**config.mk**
```make
export PLATFORM = sky130hd
export DESIGN_NAME = t1tx_framer
export DESIGN_NICKNAME = d
export VERILOG_FILES = /design/src/common/t1tx_pkg.sv /design/src/design/t1tx_framer.sv
export SDC_FILE = /design/constraint.sdc
export NUM_CORES = 1
export LEC_CHECK = 0
export BUFFER_PORTS_ARGS = -buffer_cell sky130_fd_sc_hd__buf_2
export CORE_MARGIN = 4
export CORE_UTILIZATION = 50
export CTS_CLUSTER_DIAMETER = 30
export CTS_CLUSTER_SIZE = 24
export DETAILED_ROUTE_END_ITERATION = 10
export GPL_TIMING_DRIVEN = 0
export PLACE_DENSITY = 0.7
export SYNTH_ARGS = -nofsm -noshare
export SYNTH_HDL_FRONTEND = slang
export SYNTH_SLANG_ARGS = --single-unit
```
**constraint.sdc**
```tcl
create_clock -name core_clk_i -period 4.45 [get_ports core_clk_i]
set_input_delay 0.2225 -clock core_clk_i [delete_from_list [all_inputs] [get_ports core_clk_i]]
set_output_delay 0.2225 -clock core_clk_i [all_outputs]
set_load 0.05 [all_outputs]
```
**src/common/t1tx_pkg.sv**
```systemverilog
// shared constants and types for the t1 transmit framer
// assumes one core clock; every line-side pin is sampled synchronously to it
package t1tx_pkg;

	// ------------------------------------------------------------
	// frame geometry and pipeline
	// ------------------------------------------------------------
	localparam int        BITS_PER_FRAME = 193;
	localparam logic [7:0] LAST_BIT      = 8'hC0;  // bit 192
	localparam logic [4:0] LAST_CH       = 5'h17;  // channel 24
	localparam int        LINE_LATENCY   = 10;     // bit clocks from input to line
	localparam int        FIFO_DEPTH     = 32;
	localparam int        FIFO_WIDTH     = 1;

	// ------------------------------------------------------------
	// common_control field positions and reset
	// ------------------------------------------------------------
	localparam int CCR_LOOPBACK    = 0;
	localparam int CCR_SF_YEL      = 3;  // sf_yellow_format
	localparam int CCR_FM_LO       = 4;  // framing_select_low
	localparam int CCR_ESF_YEL     = 5;  // esf_yellow_format
	localparam int CCR_S2_SEL      = 6;  // status_bit2_select
	localparam int CCR_FM_HI       = 7;  // framing_select_high
	localparam logic [7:0] CCR_RESET = 8'h00;

	// ------------------------------------------------------------
	// transmit_control field positions and reset
	// ------------------------------------------------------------
	localparam int TCR_SEND_YEL    = 0;
	localparam int TCR_SEND_BLUE   = 1;
	localparam int TCR_S_EXT       = 2;
	localparam int TCR_ROBBED_BIT_SIGNALING_ENABLE        = 4;  // robbed_bit_signaling_enable
	localparam int TCR_CRC_EXT     = 5;
	localparam int TCR_FRAME_EXT   = 6;
	localparam int TCR_ODF         = 7;  // output_format
	localparam logic [7:0] TCR_RESET   = 8'h00;
	localparam logic [7:0] TCR_HW_MODE = 8'h10;

	// ------------------------------------------------------------
	// framing patterns and multiframe lengths
	// ------------------------------------------------------------
	localparam logic [6:0]  SF_LEN       = 7'h0C;
	localparam logic [6:0]  ESF_LEN      = 7'h18;
	localparam logic [6:0]  SLC_LEN      = 7'h48;
	localparam logic [5:0]  FT_PAT       = 6'h15;  // odd frames 1..11
	localparam logic [5:0]  FS_PAT       = 6'h1C;  // even frames 2..12
	localparam logic [5:0]  FPS_PAT      = 6'h34;  // frames 4..24
	localparam logic [15:0] ESF_YEL_PAT  = 16'h00FF;
	localparam logic [35:0] SLC_FS_PAT   = 36'h38000000E;
	localparam logic [2:0]  SLC_SPOILER  = 3'h2;
	localparam logic [5:0]  SLC_DL_FIRST = 6'h05;  // frame 12
	localparam logic [5:0]  SLC_DL_LAST  = 6'h1B;  // frame 56
	localparam logic [5:0]  SLC_SP_FIRST = 6'h10;
	localparam logic [5:0]  SLC_SP_LAST  = 6'h12;
	localparam logic [5:0]  CRC_POLY     = 6'h03;

	// ------------------------------------------------------------
	// types
	// ------------------------------------------------------------
	typedef enum logic [1:0] {
		T1TX_FMT_SF  = 2'b00,
		T1TX_FMT_ESF = 2'b01,
		T1TX_FMT_SLC = 2'b10,
		T1TX_FMT_DDM = 2'b11
	} t1tx_fmt_t;

	typedef struct packed {
		logic chan_clk;
		logic multiframe;
		logic sig_select;
		logic sig_frame;
		logic link_clk;
	} t1tx_timing_t;

endpackage : t1tx_pkg

```
**src/design/t1tx_framer.sv**
```systemverilog
// t1 transmit framer: bit-clock edge detect, frame counters, insertion mux, line fifo, line coder
// assumes the bit clock and all data/sync pins are synchronous to core_clk_i and much slower
// Behaviour
// - superframe yellow: bit 2 zero in all channels, or S-bit of frame 12 one.
// - framing format comes from control bits 4 and 7; basic variant forces bit 7 low.
// - extended superframe yellow: 00FF pattern on facility link, or bit 2 zero.
// - receive status bit 2 shows B8ZS detect or frame alignment change by select bit.
// - sample inputs on bit clock falling edge; line output follows ten bit clocks later.
// - S-bits internal or from link; facility link from link; signaling from signaling input.
// - output format clear gives dual-unipolar, set gives NRZ with negative held low.
// - frame counters run on the bit clock and free-run without sync.
// - superframe sync edge makes next sampled bit the F-bit of frame one.
// - frame sync edge starts a new frame; superframe alignment moves forward minimally.
// - channel clock goes high at each channel start with half duty.
// - superframe: multiframe high at start, signaling frame every sixth, link clock odd frames.
// - superframe: select at twice multiframe rate; multiframe high for A, low for B.
// - extended: multiframe high for A and B, select high for A and C, link odd frames.
// - loop carrier: select high frames 58 to 11, data link accepted while low.
// - loop carrier: spoiler bits generated inside, link input ignored there.
// - loop carrier: multiframe rises at frame 6, falls at frame 12, every 12 frames.
// - digital data: link clock one bit per frame; channel 24 link sampled then.
// - hardware mode forces transmit control to zero except signaling enable.
// - send yellow per superframe or extended format, none in loop carrier, ch24 bit 5 otherwise.
// - blue alarm or loopback sends unframed all ones over everything else.
`timescale 1ns/1ps

// ------------------------------------------------------------
// line fifo
// ------------------------------------------------------------
module t1tx_fifo #(
	parameter int WIDTH = 1,
	parameter int DEPTH = 32
) (
	input  wire logic             core_clk_i,
	input  wire logic             resetn_i,
	input  wire logic             in_valid_i,
	output logic                  in_ready_o,
	input  wire logic [WIDTH-1:0] in_data_i,
	output logic                  out_valid_o,
	input  wire logic             out_ready_i,
	output logic [WIDTH-1:0]      out_data_o,
	output logic [$clog2(DEPTH):0] count_o
);
	localparam int AW = $clog2(DEPTH);
	logic [WIDTH-1:0] mem [DEPTH];
	logic [AW-1:0]    wr_ptr_reg;
	logic [AW-1:0]    rd_ptr_reg;
	logic [AW:0]      count_reg;
	wire              do_push = in_valid_i & in_ready_o;
	wire              do_pop  = out_valid_o & out_ready_i;

	// honest flags from the occupancy count
	assign in_ready_o  = (count_reg != AW'(0) + (AW+1)'(DEPTH)) ? 1'b1 : 1'b0;
	assign out_valid_o = (count_reg != '0);
	assign out_data_o  = mem[rd_ptr_reg];
	assign count_o     = count_reg;

	// storage
	always_ff @(posedge core_clk_i) begin
		if (do_push) mem[wr_ptr_reg] <= in_data_i;
	end

	// pointers and count
	always_ff @(posedge core_clk_i) begin
		if (!resetn_i) begin
			wr_ptr_reg <= '0;
			rd_ptr_reg <= '0;
			count_reg  <= '0;
		end else begin
			if (do_push) wr_ptr_reg <= wr_ptr_reg + AW'(1);
			if (do_pop) rd_ptr_reg <= rd_ptr_reg + AW'(1);
			count_reg <= count_reg + (AW+1)'(do_push) - (AW+1)'(do_pop);
		end
	end
endmodule : t1tx_fifo

// ------------------------------------------------------------
// framer top
// ------------------------------------------------------------
module t1tx_framer import t1tx_pkg::*; #(
	parameter bit BASIC_VARIANT = 1'b0
) (
	input  wire logic       core_clk_i,
	input  wire logic       resetn_i,
	input  wire logic       hw_mode_i,
	input  wire logic       reg_wr_i,
	input  wire logic       reg_sel_i,
	input  wire logic [7:0] reg_wdata_i,
	input  wire logic       tx_bit_clock_i,
	input  wire logic       tx_channel_data_in_i,
	input  wire logic       tx_link_data_in_i,
	input  wire logic       tx_signaling_in_i,
	input  wire logic       tx_superframe_sync_in_i,
	input  wire logic       tx_frame_sync_in_i,
	input  wire logic       rx_b8zs_detect_i,
	input  wire logic       rx_frame_alignment_change_i,
	output logic [7:0]      common_control_o,
	output logic [7:0]      transmit_control_o,
	output logic            receive_status_bit2_o,
	output logic            tx_line_positive_o,
	output logic            tx_line_negative_o,
	output logic            tx_channel_clock_o,
	output logic            tx_multiframe_out_o,
	output logic            tx_signaling_select_o,
	output logic            tx_signaling_frame_o,
	output logic            tx_link_clock_o,
	output logic            tx_fifo_ready_o
);
	// ------------------------------------------------------------
	// declarations
	// ------------------------------------------------------------
	logic [7:0] ccr_reg, tcr_reg, ccr_eff_reg, tcr_eff_reg;
	logic       bclk_reg, ms_last_reg, fs_last_reg, ms_pend_reg, fs_pend_reg;
	logic [7:0] bit_reg;
	logic [2:0] pos_reg, f6_reg;
	logic [4:0] ch_reg;
	logic [6:0] fr_reg;
	logic [3:0] f12_reg, yel_idx_reg;
	logic [5:0] crc_acc_reg, crc_last_reg;
	logic       ami_pol_reg;
	t1tx_timing_t tim_reg;
	logic       fifo_in_ready, fifo_out_valid, fifo_out_data;
	logic [5:0] fifo_count;

	// ------------------------------------------------------------
	// host control registers
	// ------------------------------------------------------------
	wire [7:0] ccr_wdata = BASIC_VARIANT ? {1'b0, reg_wdata_i[6:0]} : reg_wdata_i;
	always_ff @(posedge core_clk_i) begin
		if (!resetn_i) begin
			ccr_reg <= CCR_RESET;
			tcr_reg <= TCR_RESET;
		end else if (reg_wr_i) begin
			if (!reg_sel_i) ccr_reg <= ccr_wdata;
			else tcr_reg <= reg_wdata_i;
		end
	end

	// ------------------------------------------------------------
	// bit clock edges and sync capture
	// ------------------------------------------------------------
	wire fall_stb = bclk_reg & ~tx_bit_clock_i;
	wire rise_stb = ~bclk_reg & tx_bit_clock_i;
	wire step     = fall_stb & fifo_in_ready;  // a full fifo stalls the framer
	wire ms_edge  = rise_stb & tx_superframe_sync_in_i & ~ms_last_reg;
	wire fs_edge  = rise_stb & tx_frame_sync_in_i & ~fs_last_reg;

	// sync edges are caught at the rising edge and used at the next falling edge
	always_ff @(posedge core_clk_i) begin
		if (!resetn_i) begin
			bclk_reg    <= 1'b0;
			ms_last_reg <= 1'b0;
			fs_last_reg <= 1'b0;
			ms_pend_reg <= 1'b0;
			fs_pend_reg <= 1'b0;
		end else begin
			bclk_reg <= tx_bit_clock_i;
			if (rise_stb) ms_last_reg <= tx_superframe_sync_in_i;
			if (rise_stb) fs_last_reg <= tx_frame_sync_in_i;
			ms_pend_reg <= ms_edge | (ms_pend_reg & ~step);
			fs_pend_reg <= fs_edge | (fs_pend_reg & ~step);
		end
	end

	// ------------------------------------------------------------
	// effective configuration, taken only on bit boundaries
	// ------------------------------------------------------------
	wire [7:0] tcr_src = hw_mode_i ? TCR_HW_MODE : tcr_reg;
	always_ff @(posedge core_clk_i) begin
		if (!resetn_i) begin
			ccr_eff_reg <= CCR_RESET;
			tcr_eff_reg <= TCR_RESET;
		end else if (fall_stb) begin
			ccr_eff_reg <= ccr_reg;
			tcr_eff_reg <= tcr_src;
		end
	end

	t1tx_fmt_t fmt;
	assign fmt = t1tx_fmt_t'({ccr_eff_reg[CCR_FM_HI], ccr_eff_reg[CCR_FM_LO]});
	wire is_sf  = (fmt == T1TX_FMT_SF);
	wire is_esf = (fmt == T1TX_FMT_ESF);
	wire is_slc = (fmt == T1TX_FMT_SLC);
	wire is_ddm = (fmt == T1TX_FMT_DDM);
	wire [6:0] mf_len = is_esf ? ESF_LEN : (is_slc ? SLC_LEN : SF_LEN);
	wire send_yel  = tcr_eff_reg[TCR_SEND_YEL];
	wire send_blue = tcr_eff_reg[TCR_SEND_BLUE] | ccr_eff_reg[CCR_LOOPBACK];
	wire s_ext     = tcr_eff_reg[TCR_S_EXT] & ~is_esf;
	wire robbed_bit_signaling_enable      = tcr_eff_reg[TCR_ROBBED_BIT_SIGNALING_ENABLE];
	wire f_ext     = tcr_eff_reg[TCR_FRAME_EXT];

	// ------------------------------------------------------------
	// frame counters for the bit now being sampled
	// ------------------------------------------------------------
	wire       wrap     = (bit_reg == LAST_BIT);
	wire       new_fr   = wrap | fs_pend_reg;
	wire [7:0] bit_cur  = (ms_pend_reg | new_fr) ? 8'h00 : bit_reg + 8'h01;
	wire       is_f     = (bit_cur == 8'h00);
	wire       ch_start = (bit_cur == 8'h01);
	wire [2:0] pos_cur  = ch_start ? 3'h0 : pos_reg + 3'h1;
	wire [4:0] ch_cur   = ch_start ? 5'h00 : ((pos_reg == 3'h7) ? ch_reg + 5'h01 : ch_reg);
	wire       fr_wrap  = (fr_reg >= mf_len - 7'h01);
	wire [6:0] fr_cur   = ms_pend_reg ? 7'h00 : (!new_fr ? fr_reg : (fr_wrap ? 7'h00 : fr_reg + 7'h01));
	wire [2:0] f6_cur   = ms_pend_reg ? 3'h0 : (!new_fr ? f6_reg : ((f6_reg == 3'h5) ? 3'h0 : f6_reg + 3'h1));
	wire [3:0] f12_cur  = ms_pend_reg ? 4'h0 : (!new_fr ? f12_reg : ((f12_reg == 4'hB) ? 4'h0 : f12_reg + 4'h1));
	wire       odd_fr   = ~fr_cur[0];
	wire [2:0] h12      = f12_cur[3:1];
	wire [5:0] h36      = fr_cur[6:1];
	wire       sig_fr   = (f6_cur == 3'h5);

	// counters free-run without sync pulses
	always_ff @(posedge core_clk_i) begin
		if (!resetn_i) begin
			bit_reg <= 8'h00;
			pos_reg <= 3'h0;
			ch_reg  <= 5'h00;
			fr_reg  <= 7'h00;
			f6_reg  <= 3'h0;
			f12_reg <= 4'h0;
		end else if (step) begin
			bit_reg <= bit_cur;
			pos_reg <= pos_cur;
			ch_reg  <= ch_cur;
			fr_reg  <= fr_cur;
			f6_reg  <= f6_cur;
			f12_reg <= f12_cur;
		end
	end

	// ------------------------------------------------------------
	// timing outputs
	// ------------------------------------------------------------
	wire ddm_link_slot = is_ddm & ~is_f & (ch_cur == LAST_CH) & (pos_cur == 3'h6);
	t1tx_timing_t tim_cur;
	assign tim_cur.chan_clk   = ~is_f & ~pos_cur[2];
	assign tim_cur.multiframe = is_esf ? (fr_cur < 7'h0C) :
		(is_slc ? (f12_cur >= 4'h5 && f12_cur <= 4'hA) : (f12_cur < 4'h6));
	assign tim_cur.sig_select = is_slc ? (fr_cur >= 7'h39 || fr_cur <= 7'h0A) :
		(is_esf ? (f12_cur < 4'h6) : (f6_cur < 3'h3));
	assign tim_cur.sig_frame  = sig_fr;
	assign tim_cur.link_clk   = is_ddm ? ddm_link_slot : odd_fr;

	// ------------------------------------------------------------
	// insertion mux
	// ------------------------------------------------------------
	wire data_i = tx_channel_data_in_i;
	wire link_i = tx_link_data_in_i;
	wire esf_fdl_yel = send_yel & ~ccr_eff_reg[CCR_ESF_YEL];
	wire esf_fdl = esf_fdl_yel ? ESF_YEL_PAT[4'hF - yel_idx_reg] : link_i;
	wire esf_f   = odd_fr ? esf_fdl :
		(fr_cur[1] ? (f_ext ? data_i : FPS_PAT[fr_cur[4:2]]) :
		(tcr_eff_reg[TCR_CRC_EXT] ? data_i : crc_last_reg[3'h5 - fr_cur[4:2]]));
	wire slc_dl  = (h36 >= SLC_DL_FIRST) && (h36 <= SLC_DL_LAST);
	wire slc_sp  = (h36 >= SLC_SP_FIRST) && (h36 <= SLC_SP_LAST);
	wire [1:0] sp_idx = 2'(h36 - SLC_SP_FIRST);
	wire slc_s   = slc_dl ? (slc_sp ? SLC_SPOILER[sp_idx] : link_i) : SLC_FS_PAT[h36];
	wire sf_yel_s = is_sf & send_yel & ccr_eff_reg[CCR_SF_YEL] & (f12_cur == 4'hB);
	wire int_s   = (is_slc ? slc_s : FS_PAT[h12]) | sf_yel_s | (f_ext & data_i);
	wire s_bit   = s_ext ? link_i : int_s;
	wire ft_bit  = f_ext ? data_i : FT_PAT[h12];
	wire f_bit   = is_esf ? esf_f : (odd_fr ? ft_bit : s_bit);
	wire yel_b2  = send_yel & (pos_cur == 3'h1) &
		((is_sf & ~ccr_eff_reg[CCR_SF_YEL]) | (is_esf & ccr_eff_reg[CCR_ESF_YEL]));
	wire ddm_yel = is_ddm & send_yel & (ch_cur == LAST_CH) & (pos_cur == 3'h4);
	wire rob     = robbed_bit_signaling_enable & sig_fr & (pos_cur == 3'h7) & ~is_ddm;
	wire ch_bit  = ddm_link_slot ? link_i : (rob ? tx_signaling_in_i : (data_i & ~yel_b2 & ~ddm_yel));
	wire comp_bit = send_blue | (is_f ? f_bit : ch_bit);

	// facility-link yellow index and crc over the superframe, frame bits counted as ones
	wire       crc_fb   = crc_acc_reg[5] ^ (is_f ? 1'b1 : comp_bit);
	wire [5:0] crc_next = {crc_acc_reg[4:0], 1'b0} ^ (crc_fb ? CRC_POLY : 6'h00);
	always_ff @(posedge core_clk_i) begin
		if (!resetn_i) begin
			yel_idx_reg  <= 4'h0;
			crc_acc_reg  <= 6'h00;
			crc_last_reg <= 6'h00;
		end else if (step) begin
			if (is_esf & is_f & odd_fr) yel_idx_reg <= yel_idx_reg + 4'h1;
			if (is_f && fr_cur == 7'h00) begin
				crc_last_reg <= crc_acc_reg;
				crc_acc_reg  <= 6'h00;
			end else begin
				crc_acc_reg <= crc_next;
			end
		end
	end

	// ------------------------------------------------------------
	// line fifo: primed to a fixed depth so the line lags the inputs exactly
	// ------------------------------------------------------------
	wire primed  = (fifo_count >= 6'(LINE_LATENCY));
	wire pop_stb = fall_stb & primed;
	t1tx_fifo #(
		.WIDTH (FIFO_WIDTH),
		.DEPTH (FIFO_DEPTH)
	) u_fifo (
		.core_clk_i  (core_clk_i),
		.resetn_i    (resetn_i),
		.in_valid_i  (fall_stb),
		.in_ready_o  (fifo_in_ready),
		.in_data_i   (comp_bit),
		.out_valid_o (fifo_out_valid),
		.out_ready_i (pop_stb),
		.out_data_o  (fifo_out_data),
		.count_o     (fifo_count)
	);

	// ------------------------------------------------------------
	// output registers and line coding
	// ------------------------------------------------------------
	wire nrz      = tcr_eff_reg[TCR_ODF];
	wire line_one = fifo_out_valid & fifo_out_data;
	always_ff @(posedge core_clk_i) begin
		if (!resetn_i) begin
			tx_line_positive_o <= 1'b0;
			tx_line_negative_o <= 1'b0;
			ami_pol_reg        <= 1'b0;
		end else if (pop_stb) begin
			tx_line_positive_o <= line_one & (nrz | ~ami_pol_reg);
			tx_line_negative_o <= line_one & ~nrz & ami_pol_reg;
			if (line_one & ~nrz) ami_pol_reg <= ~ami_pol_reg;
		end
	end

	// timing, status and readback
	always_ff @(posedge core_clk_i) begin
		if (!resetn_i) begin
			tim_reg               <= '0;
			common_control_o      <= CCR_RESET;
			transmit_control_o    <= TCR_RESET;
			receive_status_bit2_o <= 1'b0;
			tx_fifo_ready_o       <= 1'b0;
		end else begin
			if (step) tim_reg <= tim_cur;
			common_control_o      <= ccr_reg;
			transmit_control_o    <= tcr_src;
			receive_status_bit2_o <= ccr_reg[CCR_S2_SEL] ? rx_frame_alignment_change_i : rx_b8zs_detect_i;
			tx_fifo_ready_o       <= fifo_in_ready;
		end
	end
	assign tx_channel_clock_o    = tim_reg.chan_clk;
	assign tx_multiframe_out_o   = tim_reg.multiframe;
	assign tx_signaling_select_o = tim_reg.sig_select;
	assign tx_signaling_frame_o  = tim_reg.sig_frame;
	assign tx_link_clock_o       = tim_reg.link_clk;
endmodule : t1tx_framer

```
-- After elaboration in Yosys (flattened, before gate mapping)
Memories as Yosys holds them, arrays and structs flattened. A register that Yosys moved wholly into a read port is not among the register bits.
Cells that the tools add are included.
Widths: inputs -> output; s select.
- logic and storage cells: 225
- output and inout bits: 25
- RAM bits: 32
- memories: 6
- memory bits (read-only): 104
- flip-flop bits (word level): 125
- memories (name ; words ; width ; read ports ; clocked after memory_dff ; write ports ; RTL line ; text):
    (name not given) ; 64 ; 1 ; 1 ; 0 ; 0 ; t1tx_framer.sv:256 ; wire slc_s = slc_dl ? (slc_sp ? SLC_SPOILER[sp_idx] : link_i) : SLC_FS_PAT[h36];
    u_fifo.mem ; 32 ; 1 ; 1 ; 1 ; 1 ; t1tx_framer.sv:45 ; logic [WIDTH-1:0] mem [DEPTH];
    (name not given) ; 16 ; 1 ; 1 ; 0 ; 0 ; t1tx_framer.sv:249 ; wire esf_fdl = esf_fdl_yel ? ESF_YEL_PAT[4'hF - yel_idx_reg] : link_i;
    (name not given) ; 8 ; 1 ; 1 ; 0 ; 0 ; t1tx_framer.sv:260 ; wire ft_bit = f_ext ? data_i : FT_PAT[h12];
    (name not given) ; 8 ; 1 ; 1 ; 0 ; 0 ; t1tx_framer.sv:258 ; wire int_s = (is_slc ? slc_s : FS_PAT[h12]) | sf_yel_s | (f_ext & data_i);
    (name not given) ; 8 ; 1 ; 1 ; 0 ; 0 ; t1tx_framer.sv:251 ; (fr_cur[1] ? (f_ext ? data_i : FPS_PAT[fr_cur[4:2]]) :
- multiplexer cells: 54
- equal/unequal tests: 16
- order comparisons: 19
- reduce and logical (&&, ||, !) cells: 14
- bitwise operators: 68
- add/sub/neg operators: 15
- operators by type and width (operator ; number):
    $and 1x1->1 ; 39
    $mux 7 ; 5
    $mux 1 ; 32
    $mux 5 ; 4
    $eq 3x3->1 const B ; 6
    $not 1->1 ; 17
    $mux 8 ; 2
    $add 5x1->5 const B ; 3
    $le 6x5->1 const B ; 2
    $lt 3x4->1 const B ; 3
    $mux 3 ; 4
    $mux 4 ; 3
    $or 1x1->1 ; 10
    $reduce_and 2->1 ; 5
    $add 4x1->4 const B ; 2
    $add 8x1->8 const B ; 1
    $eq 4x4->1 const B ; 2
    $eq 8x1->1 const B ; 1
    $eq 8x8->1 const B ; 1
    $logic_not 8->1 ; 1
    $add 7x1->7 const B ; 1
    $ge 7x6->1 const B ; 1
    $ge 7x7->1 ; 1
    $le 7x4->1 const B ; 1
    34 further kinds ; 39

-- Longest topological paths before layout
Gate-level depths: netlist of run 1.
- word-level depth: 26
- mapped depth: 17
- gate-level depth less buffers: 17

-- Modules after synthesis
Synthesis of run 1 repeated with hierarchy kept, for this count alone.
- cells, all modules: 934
- area, all modules: 8430.6 sq um
- by module, submodules not included (module ; area an instance (sq um) ; cells an instance ; seq. area each (sq um) ; times used):
    t1tx_framer ; 5925.7 ; 716 ; 2102.0 ; 1
    t1tx_fifo ; 2504.9 ; 218 ; 1381.3 ; 1

-- Least setup slack after synthesis of run 1
No wires, ideal clock.
- path type: register -> register
- start: register ccr_eff_reg[7]
- end: memory u_fifo.mem[0], data pin
- buffers on the path: 0
- stages on the path, launching flop included: 17
- clock period less this slack: 4740 ps
- arrival time: 4272 ps
- setup slack: -290 ps
- cell sequence: dfxtp_1 -> inv_1 -> ha_1 -> inv_1 -> ha_1 -> o31a_1 -> nor2_1 -> o211ai_1 -> a31oi_4 -> inv_2 -> ha_1 -> inv_1 -> a21oi_1 -> o221a_1 -> nor4_2 -> a311oi_1 -> o31ai_1
- RTL lines (what ; RTL line ; text):
    from (decl) ; t1tx_framer.sv:112 ; logic [7:0] ccr_reg, tcr_reg, ccr_eff_reg, tcr_eff_reg;
    from (signal assigned) ; t1tx_framer.sv:174 ; ccr_eff_reg <= ccr_reg;
    $eq 2x2->1 ; t1tx_framer.sv:183 ; wire is_slc = (fmt == T1TX_FMT_SLC);
    $mux 7 ; t1tx_framer.sv:185 ; wire [6:0] mf_len = is_esf ? ESF_LEN : (is_slc ? SLC_LEN : SF_LEN);
    $mux 7 (*) ; t1tx_framer.sv:185 ;
    $sub 7x1->7 (*) ; t1tx_framer.sv:202 ; wire fr_wrap = (fr_reg >= mf_len - 7'h01);
    $ge 7x7->1 (*) ; t1tx_framer.sv:202 ;
    $mux 7 (*) (3 in series) ; t1tx_framer.sv:203 ; wire [6:0] fr_cur = ms_pend_reg ? 7'h00 : (!new_fr ? fr_reg : (fr_wrap ? 7'h00 : fr_reg + 7'h01));
    named net fr_cur[3] ; t1tx_framer.sv:203 ;
    branches (longest 9 deep; another with $mem_v2 64x1) ; n/a ;
    $mux 1 (*) ; t1tx_framer.sv:261 ; wire f_bit = is_esf ? esf_f : (odd_fr ? ft_bit : s_bit);
    $mux 1 (*) ; t1tx_framer.sv:267 ; wire comp_bit = send_blue | (is_f ? f_bit : ch_bit);
    $or 1x1->1 (*) ; t1tx_framer.sv:267 ;
    named net comp_bit ; t1tx_framer.sv:267 ;
    to (decl) ; t1tx_framer.sv:45 ;
Mark *: on every way through the listed nets, which the timed path passes. The select of a mux whose other input is x is not followed.

-- Worst setup path after layout of run 1
- start: register ccr_eff_reg[4]
- end: memory u_fifo.mem[2], data pin
Same word-level chain as after synthesis.

==> results of run 1 <==
-- power breakdown --
part | internal [uW] | switching [uW] | total (uW)
combinational | 197 | 321 | 519
sequential | 1520 | 29.6 | 1550
clock | 808 | 616 | 1420
total | 2530 | 967 | 3490
-- layer usage --
| layer | up-vias | global-route usage [%] | wire length [microns] |
|---|---|---|---|
| li1 | 3277 | - | - |
| met1 | 3133 | 30.5 | 9260 |
| met2 | 184 | 34.5 | 8870 |
| met3 | 25 | 4.32 | 1080 |
| met4 | 0 | 6.56 | 273 |
| met5 | - | 0 | 0 |
-- cell type report --
type / count / area share, %
Multi-Input combinational cell: 648 / 46.0
Sequential cell: 158 / 38.1
Clock inverter: 12 / 1.34
Buffer: 42 / 2.11
Clock buffer: 20 / 4.92
Tap cell: 216 / 2.95
Timing Repair Buffer: 46 / 2.95
Inverter: 40 / 1.64
-- kinds of logic after synthesis --
logic type | Yosys count | share of synthesized area (%)
flip-flops | 158 | 43.4
buffers and inverters | 82 | 4.28
multiplexers | 32 | 5.74
XOR/XNOR | 18 | 1.97
AND/OR/NAND/NOR | 374 | 22.5
AO/OA/AOI/OAI | 185 | 15.9
adder cells (fa/ha/maj) | 39 | 6.18
-- synthesized netlist by cell type, types with 3 or more instances --
master / instances / area (sq um)
buf_6: 3 / 33.8
o22ai_1: 5 / 31.3
xnor2_1: 7 / 61.3
o21a_1: 4 / 30.0
a21oi_1: 75 / 375
a22oi_1: 10 / 75.1
ha_1: 38 / 475
dfxtp_1: 126 / 2520
a211oi_1: 5 / 37.5
o21ai_0: 27 / 135
buf_2: 4 / 20.0
or2_2: 4 / 25.0
nor3_1: 13 / 65.1
inv_1: 39 / 146
or3_1: 4 / 25.0
edfxtp_1: 32 / 961
nor4_1: 4 / 25.0
nand2_1: 99 / 372
mux4_2: 10 / 225
nor2_1: 132 / 495
buf_1: 3 / 11.3
nand3b_1: 10 / 75.1
nand4b_1: 3 / 26.3
a21o_1: 4 / 30.0
clkbuf_1: 30 / 113
nand3_1: 24 / 120
nand2b_1: 7 / 43.8
a31o_2: 4 / 35.0
xor2_1: 11 / 96.3
nor2b_1: 8 / 50.1
and3_1: 7 / 43.8
and2_1: 22 / 138
a31oi_1: 7 / 43.8
nor3b_1: 5 / 37.5
nand4_1: 16 / 100
o211ai_1: 8 / 60.1
mux2i_1: 19 / 190
-- worst max-delay path: cells and delay by family, from the launching register on --
kind,cells,cell delay (ps)
AO/OA/AOI/OAI,6,1340
flip-flops,1,390
AND/OR/NAND/NOR,3,870
adder cells (fa/ha/maj),3,770
buffers and inverters,5,590
-- repair_timing --
| item | CTS | global route |
|---|---|---|
| resized for setup | 0 | 2 |
| setup buffers | 0 | 2 |
| setup endpoints to repair | 0 | 32 |
-- worst paths after layout --
path,start,endpoint,slack (ps),cells past startpoint
worst max-delay path,ccr_eff_reg[4],u_fifo.mem[2],230,17
worst min-delay path,rx_b8zs_detect_i,receive_status_bit2_o,40,3
worst max register to register,ccr_eff_reg[4],u_fifo.mem[2],230,17
worst min register to register,tcr_reg[3],tcr_reg[3],450,2
-- through the flow --
step | worst slack, ps | utilization [%] | hold WS [ps] | total power [uW] | cell area, sq um
after CTS | 56.7 | 57.5 | 25.6 | 3500 | 9110
after floorplan | 310 | - | 344 | 1950 | 8020
final | 226 | 57.8 | 40.5 | 3490 | 9150
after global placement | -883 | 53.8 | 438 | 2070 | 8510
after detailed placement | 70.9 | 53.9 | 441 | 2080 | 8530
after global routing | -1.33 | 57.8 | 46.5 | 3640 | 9150
==> key figures, run 1 <==
Timing
  • Least-Margin Pin Slew: 864 ps
  • Sum Neg Setup Slack: 0 ps
  • Final Hold Viols: 0
  • Rel. slew slack: between 40% and 50%
  • Max Slew Vio Count: 0
  • Clock skew: around 13 ps
  • Tmin final: 4220 ps
  • Tcrit/Tclk final: around 95%
  • Final setup fails: 0
  • Max Freq: about 0.24 GHz

Route
  • Detail Route Antenna Nets: 0
  • Detailed Route WL: ~19000 microns
  • # DRC: 0
  • DR WL/cell: around 16 microns
  • Via count: about 6600
  • Initial DRC Count: 504
  • Mean number of vias per cell: 5.60
  • Detailed Routing Iterations Pass 1: 5

Clock tree
  • H-tree depth: 4
  • Worst skew pair latency: ~430 ps
  • CTS tree: done
  • CTS buffer count: 17
  • Root Buffer: clkbuf_16
  • Hold-fix buffers, CTS: 0
  • Clock Sinks: around 160
  • Clk pin slew, worst setup/hold paths: around 60 ps
  • CTS Buffer Depth: 2

Final layout
  • Synthesis-to-finish area growth: 14.1%
  • Layout net count: 1013
  • Commonest non-fill, non-tap cell in the layout: nor2_1
  • Max FFs per register: 32
  • Most frequent cells in the layout: nor2_1, dfxtp_1, nand2_1, a21oi_1, buf_2
  • Layout Cells excl Fill: roughly 1200
  • FF+latch area: about 3500 sq um
  • Largest register by flop count: u_fifo.mem
  • Fraction of layout cells with a size suffix above 1: a little over an eighth
  • Fill cells: between 1000 and 1500
  • Multi-input gate area: roughly 4200 sq um
  • Ant. Diodes: 0

Worst setup path
  • Worst Setup Path Type: flip-flop to flip-flop
  • Nature of the critical path endpoint: flip-flop
  • CP Max Fanout: 23
  • Worst path slowest cell: nor4_1
  • Worst EP arrival: approximately 4400 ps
  • WP data required: about 4600 ps
  • CP Launch Type: flip-flop
  • Crit-path cells: inv_1 -> ha_1 -> ha_1 -> nor4_1 -> o21a_1 -> o211ai_1 -> a31o_2 -> inv_1 -> ha_1 -> inv_1 -> nor3_1 -> o21ai_0 -> or2_2 -> a311oi_2 -> o31ai_4 -> buf_12 -> buf_8
  • Max incr delay on CP: slightly above 400 ps

GRT
  • Global Route Usage Sum: approximately 22%
  • Vias in the first global route: between 6000 and 7000
  • Largest net degree at the start of global routing: 24
  • First-pass GRT wire length: around 32000 microns
  • Initial antenna violation count: 0
  • GRT overflow: 0

Run
  • Max cap viols: 0

Synth
  • Cell area after synthesis: 8020 sq um
  • Synth cell types: between 80 and 90
  • Post-synth EDFFs: 32
  • Register area share after synthesis: 43.4%
  • Synth async-reset ratio: 0%
  • Synth Flop Type: dfxtp_1
  • Syn Nets: around 950
  • Seq cells post-synth: about 160
  • Post-Syn Instances: just under 900
  • Mapped Avg Cell Area: around 9.0 sq um
  • Synthesis warning total: 0

Power and ir drop
  • Static leakage: 0.00348 uW
  • Pwr/cell area: around 380 nW/um^2
  • Peak VDD IR: 0.000301 V

Hold path
  • Worst hold path class: input pin to flip-flop

Placement
  • Inst Count DP: between 1000 and 1500
  • Port bufs: between 40 and 50
  • Detailed Place HPWL: roughly 14000 microns
  • Routability Congestion: 0.925

Floorplan
  • Num ports: between 40 and 50
  • Die ar.: approximately 18000 sq um
  • Die Span Y: roughly 130 microns
  • Die Span X: around 130 microns
  • Std-Cell Rows: 46
  • CORE AREA: about 16000 sq um
  • Initial Util: 50.7%

Status
  • Outcome: finished clean
No activity file was read; power rests on OpenSTA's default activity.
==> run 2, diff against run 1 <==
--- a/config.mk
+++ b/config.mk
@@ -8,6 +8,7 @@
 export BUFFER_PORTS_ARGS = -buffer_cell sky130_fd_sc_hd__buf_2
 export CORE_MARGIN = 4
 export CORE_UTILIZATION = 50
+export CTS_BUF_LIST = sky130_fd_sc_hd__clkbuf_16
 export CTS_CLUSTER_DIAMETER = 30
 export CTS_CLUSTER_SIZE = 24
 export DETAILED_ROUTE_END_ITERATION = 10
==> run 2 against run 1 <==
Against the previous run:
- critical path depth stayed put
- register-to-register slack hardly changed
- clock power hardly changed
- largest power group unchanged
- clock skew is 2.3 ps higher
- cell count stayed put
==> key figures, run 2 (synthesis results as in run 1) <==
Status
  • Outcome: finished clean

Worst setup path
  • Worst EP arrival: approximately 4400 ps
  • WP data required: between 4000 and 5000 ps
  • CP Launch Type: flip-flop
  • Crit-path cells: inv_1 -> ha_1 -> ha_1 -> nor4_1 -> o21a_1 -> o211ai_1 -> a31o_2 -> inv_1 -> ha_1 -> inv_1 -> nor3_1 -> o21ai_0 -> or2_2 -> a311oi_2 -> o31ai_4 -> buf_12 -> buf_8
  • Nature of the critical path endpoint: flip-flop
  • Worst Setup Path Type: flip-flop to flip-flop
  • Worst path slowest cell: nor4_1
  • Max incr delay on CP: approximately 410 ps
  • CP Max Fanout: 23

Route
  • Initial DRC Count: roughly 500
  • Via count: between 6000 and 7000
  • DR WL/cell: around 16 microns
  • Detailed Route WL: 19400 microns
  • Mean number of vias per cell: between 5 and 6
  • # DRC: 0
  • Detail Route Antenna Nets: 0
  • Detailed Routing Iterations Pass 1: 5

Timing
  • Max Freq: 0.238 GHz
  • Least-Margin Pin Slew: 866 ps
  • Final setup fails: 0
  • Final Hold Viols: 0
  • Tmin final: ~4200 ps
  • Worst setup margin: roughly 240 ps
  • Clock skew: ~15 ps
  • Rel. slew slack: about two fifths
  • Tcrit/Tclk final: between 90% and 100%
  • Max Slew Vio Count: 0

Placement
  • Routability Congestion: ~0.92
  • Area after DPL: roughly 8500 sq um
  • Detailed Place HPWL: around 14000 microns
  • Pre-CTS setup slack: around 71 ps
  • Port bufs: 43

GRT
  • Vias in the first global route: around 6200
  • GRT overflow: 0
  • Initial antenna violation count: 0
  • Largest net degree at the start of global routing: 24
  • Global Route Usage Sum: ~22%
  • First-pass GRT wire length: between 30000 and 40000 microns

Final layout
  • Most frequent cells in the layout: nor2_1, dfxtp_1, nand2_1, a21oi_1, buf_2
  • Ant. Diodes: 0
  • Max FFs per register: 32
  • Largest register by flop count: u_fifo.mem
  • Design Area, Final: 9140 sq um
  • Synthesis-to-finish area growth: 14.0%
  • Fraction of layout cells with a size suffix above 1: a little over an eighth
  • Commonest non-fill, non-tap cell in the layout: nor2_1
  • Layout net count: about 1000
  • Fill cells: around 1500

Power and ir drop
  • Clock power share: around 40%
  • Final total power: around 3500 uW
  • Pwr/cell area: 380 nW/um^2
  • Net Sw Power: approximately 970 uW
  • Peak VDD IR: ~0.00030 V
  • Combinational Power Share: about 15%
  • Switching share of power: between 20% and 30%
  • Register share of total power: between 40% and 50%
  • Pint: approximately 2500 uW
  • Static leakage: about 0.0035 uW

Clock tree
  • Clk pin slew, worst setup/hold paths: 60 ps
  • Root Buffer: clkbuf_16
  • Clock Sinks: 158
  • Worst skew pair latency: between 400 and 500 ps
  • CTS Buffer Depth: 2
  • CTS tree: done
  • CTS buffer count: 17
  • H-tree depth: 4

Floorplan
  • Die ar.: ~18000 sq um
  • Std-Cell Rows: between 40 and 50
  • Num ports: 46
  • Die Span X: about 130 microns
  • Initial Util: between 50 and 60%
  • CORE AREA: ~16000 sq um
  • Die Span Y: 135 microns

Hold path
  • Worst hold path class: input pin to flip-flop

Run
  • Max cap viols: 0
==> run 2: layout make-up <==
cell class,count,area (sq um),share of cell area [%]
well taps,216,270,2.96
flip-flops and latches,158,3480,38.1
clock inverters,15,134,1.46
plain buffers,42,193,2.11
multi-input cells,648,4210,46.1
clock buffers,17,425,4.65
inverters,40,150,1.64
repair buffers,46,270,2.96
==> run 2: worst paths after layout <==
kind,from,endpoint,slack (ps),cells after the start
max,ccr_eff_reg[4],u_fifo.mem[6],240,17
min,rx_b8zs_detect_i,receive_status_bit2_o,40,3
max reg2reg,ccr_eff_reg[4],u_fifo.mem[6],240,17
min reg2reg,tcr_reg[3],tcr_reg[3],450,2
==> run 2: power groups by stage <==
| stage | Combinational (uW) | Sequential, uW | Clock, uW |
|---|---|---|---|
| final | 518 | 1550 | 1400 |
| after global routing | 577 | 1560 | 1480 |
| after CTS | 502 | 1550 | 1420 |
| after detailed placement | 499 | 1580 | 0 |
| after global placement | 483 | 1580 | 0 |
| after floorplan | 335 | 1610 | 0 |
==> run 2: critical path, delay by kind of cell (launching register included) <==
kind | cells | cell delay, ps
AO/OA/AOI/OAI | 6 | 1340
AND/OR/NAND/NOR | 3 | 870
adder cells (fa/ha/maj) | 3 | 770
buffers and inverters | 5 | 590
flip-flops | 1 | 390
==> run 2: repair_timing <==
| action | CTS | global route |
|---|---|---|
| setup buffers | 0 | 2 |
| gates resized for setup | 0 | 2 |
| endpoints found under the setup margin | 0 | 32 |
| endpoints found under the hold margin | 0 | 0 |
| hold buffers | 0 | 0 |
==> run 2: metrics by stage <==
| step | instances | util (%) | setup TNS, ps | hold WS, ps |
|---|---|---|---|---|
| 2_1_floorplan | 888 | - | 0 | 344 |
| 3_3_place_gp | 1147 | 53.8 | -28240 | 438 |
| 3_5_place_dp | 1148 | 53.9 | 0 | 441 |
| 4_1_cts | 1180 | 57.4 | 0 | 25.6 |
| 5_1_grt | 1182 | 57.7 | -5.50 | 46.5 |
| 6_report | 1182 | 57.7 | 0 | 39.6 |
==> run 2: routing by layer <==
metal / vias to the layer above / wire length [microns] / global-route usage, %
li1: 3277 / - / -
met2: 180 / 8860 / 34.5
met4: 0 / 274 / 6.56
met3: 25 / 1030 / 4.32
met5: - / 0 / 0
met1: 3131 / 9280 / 30.5
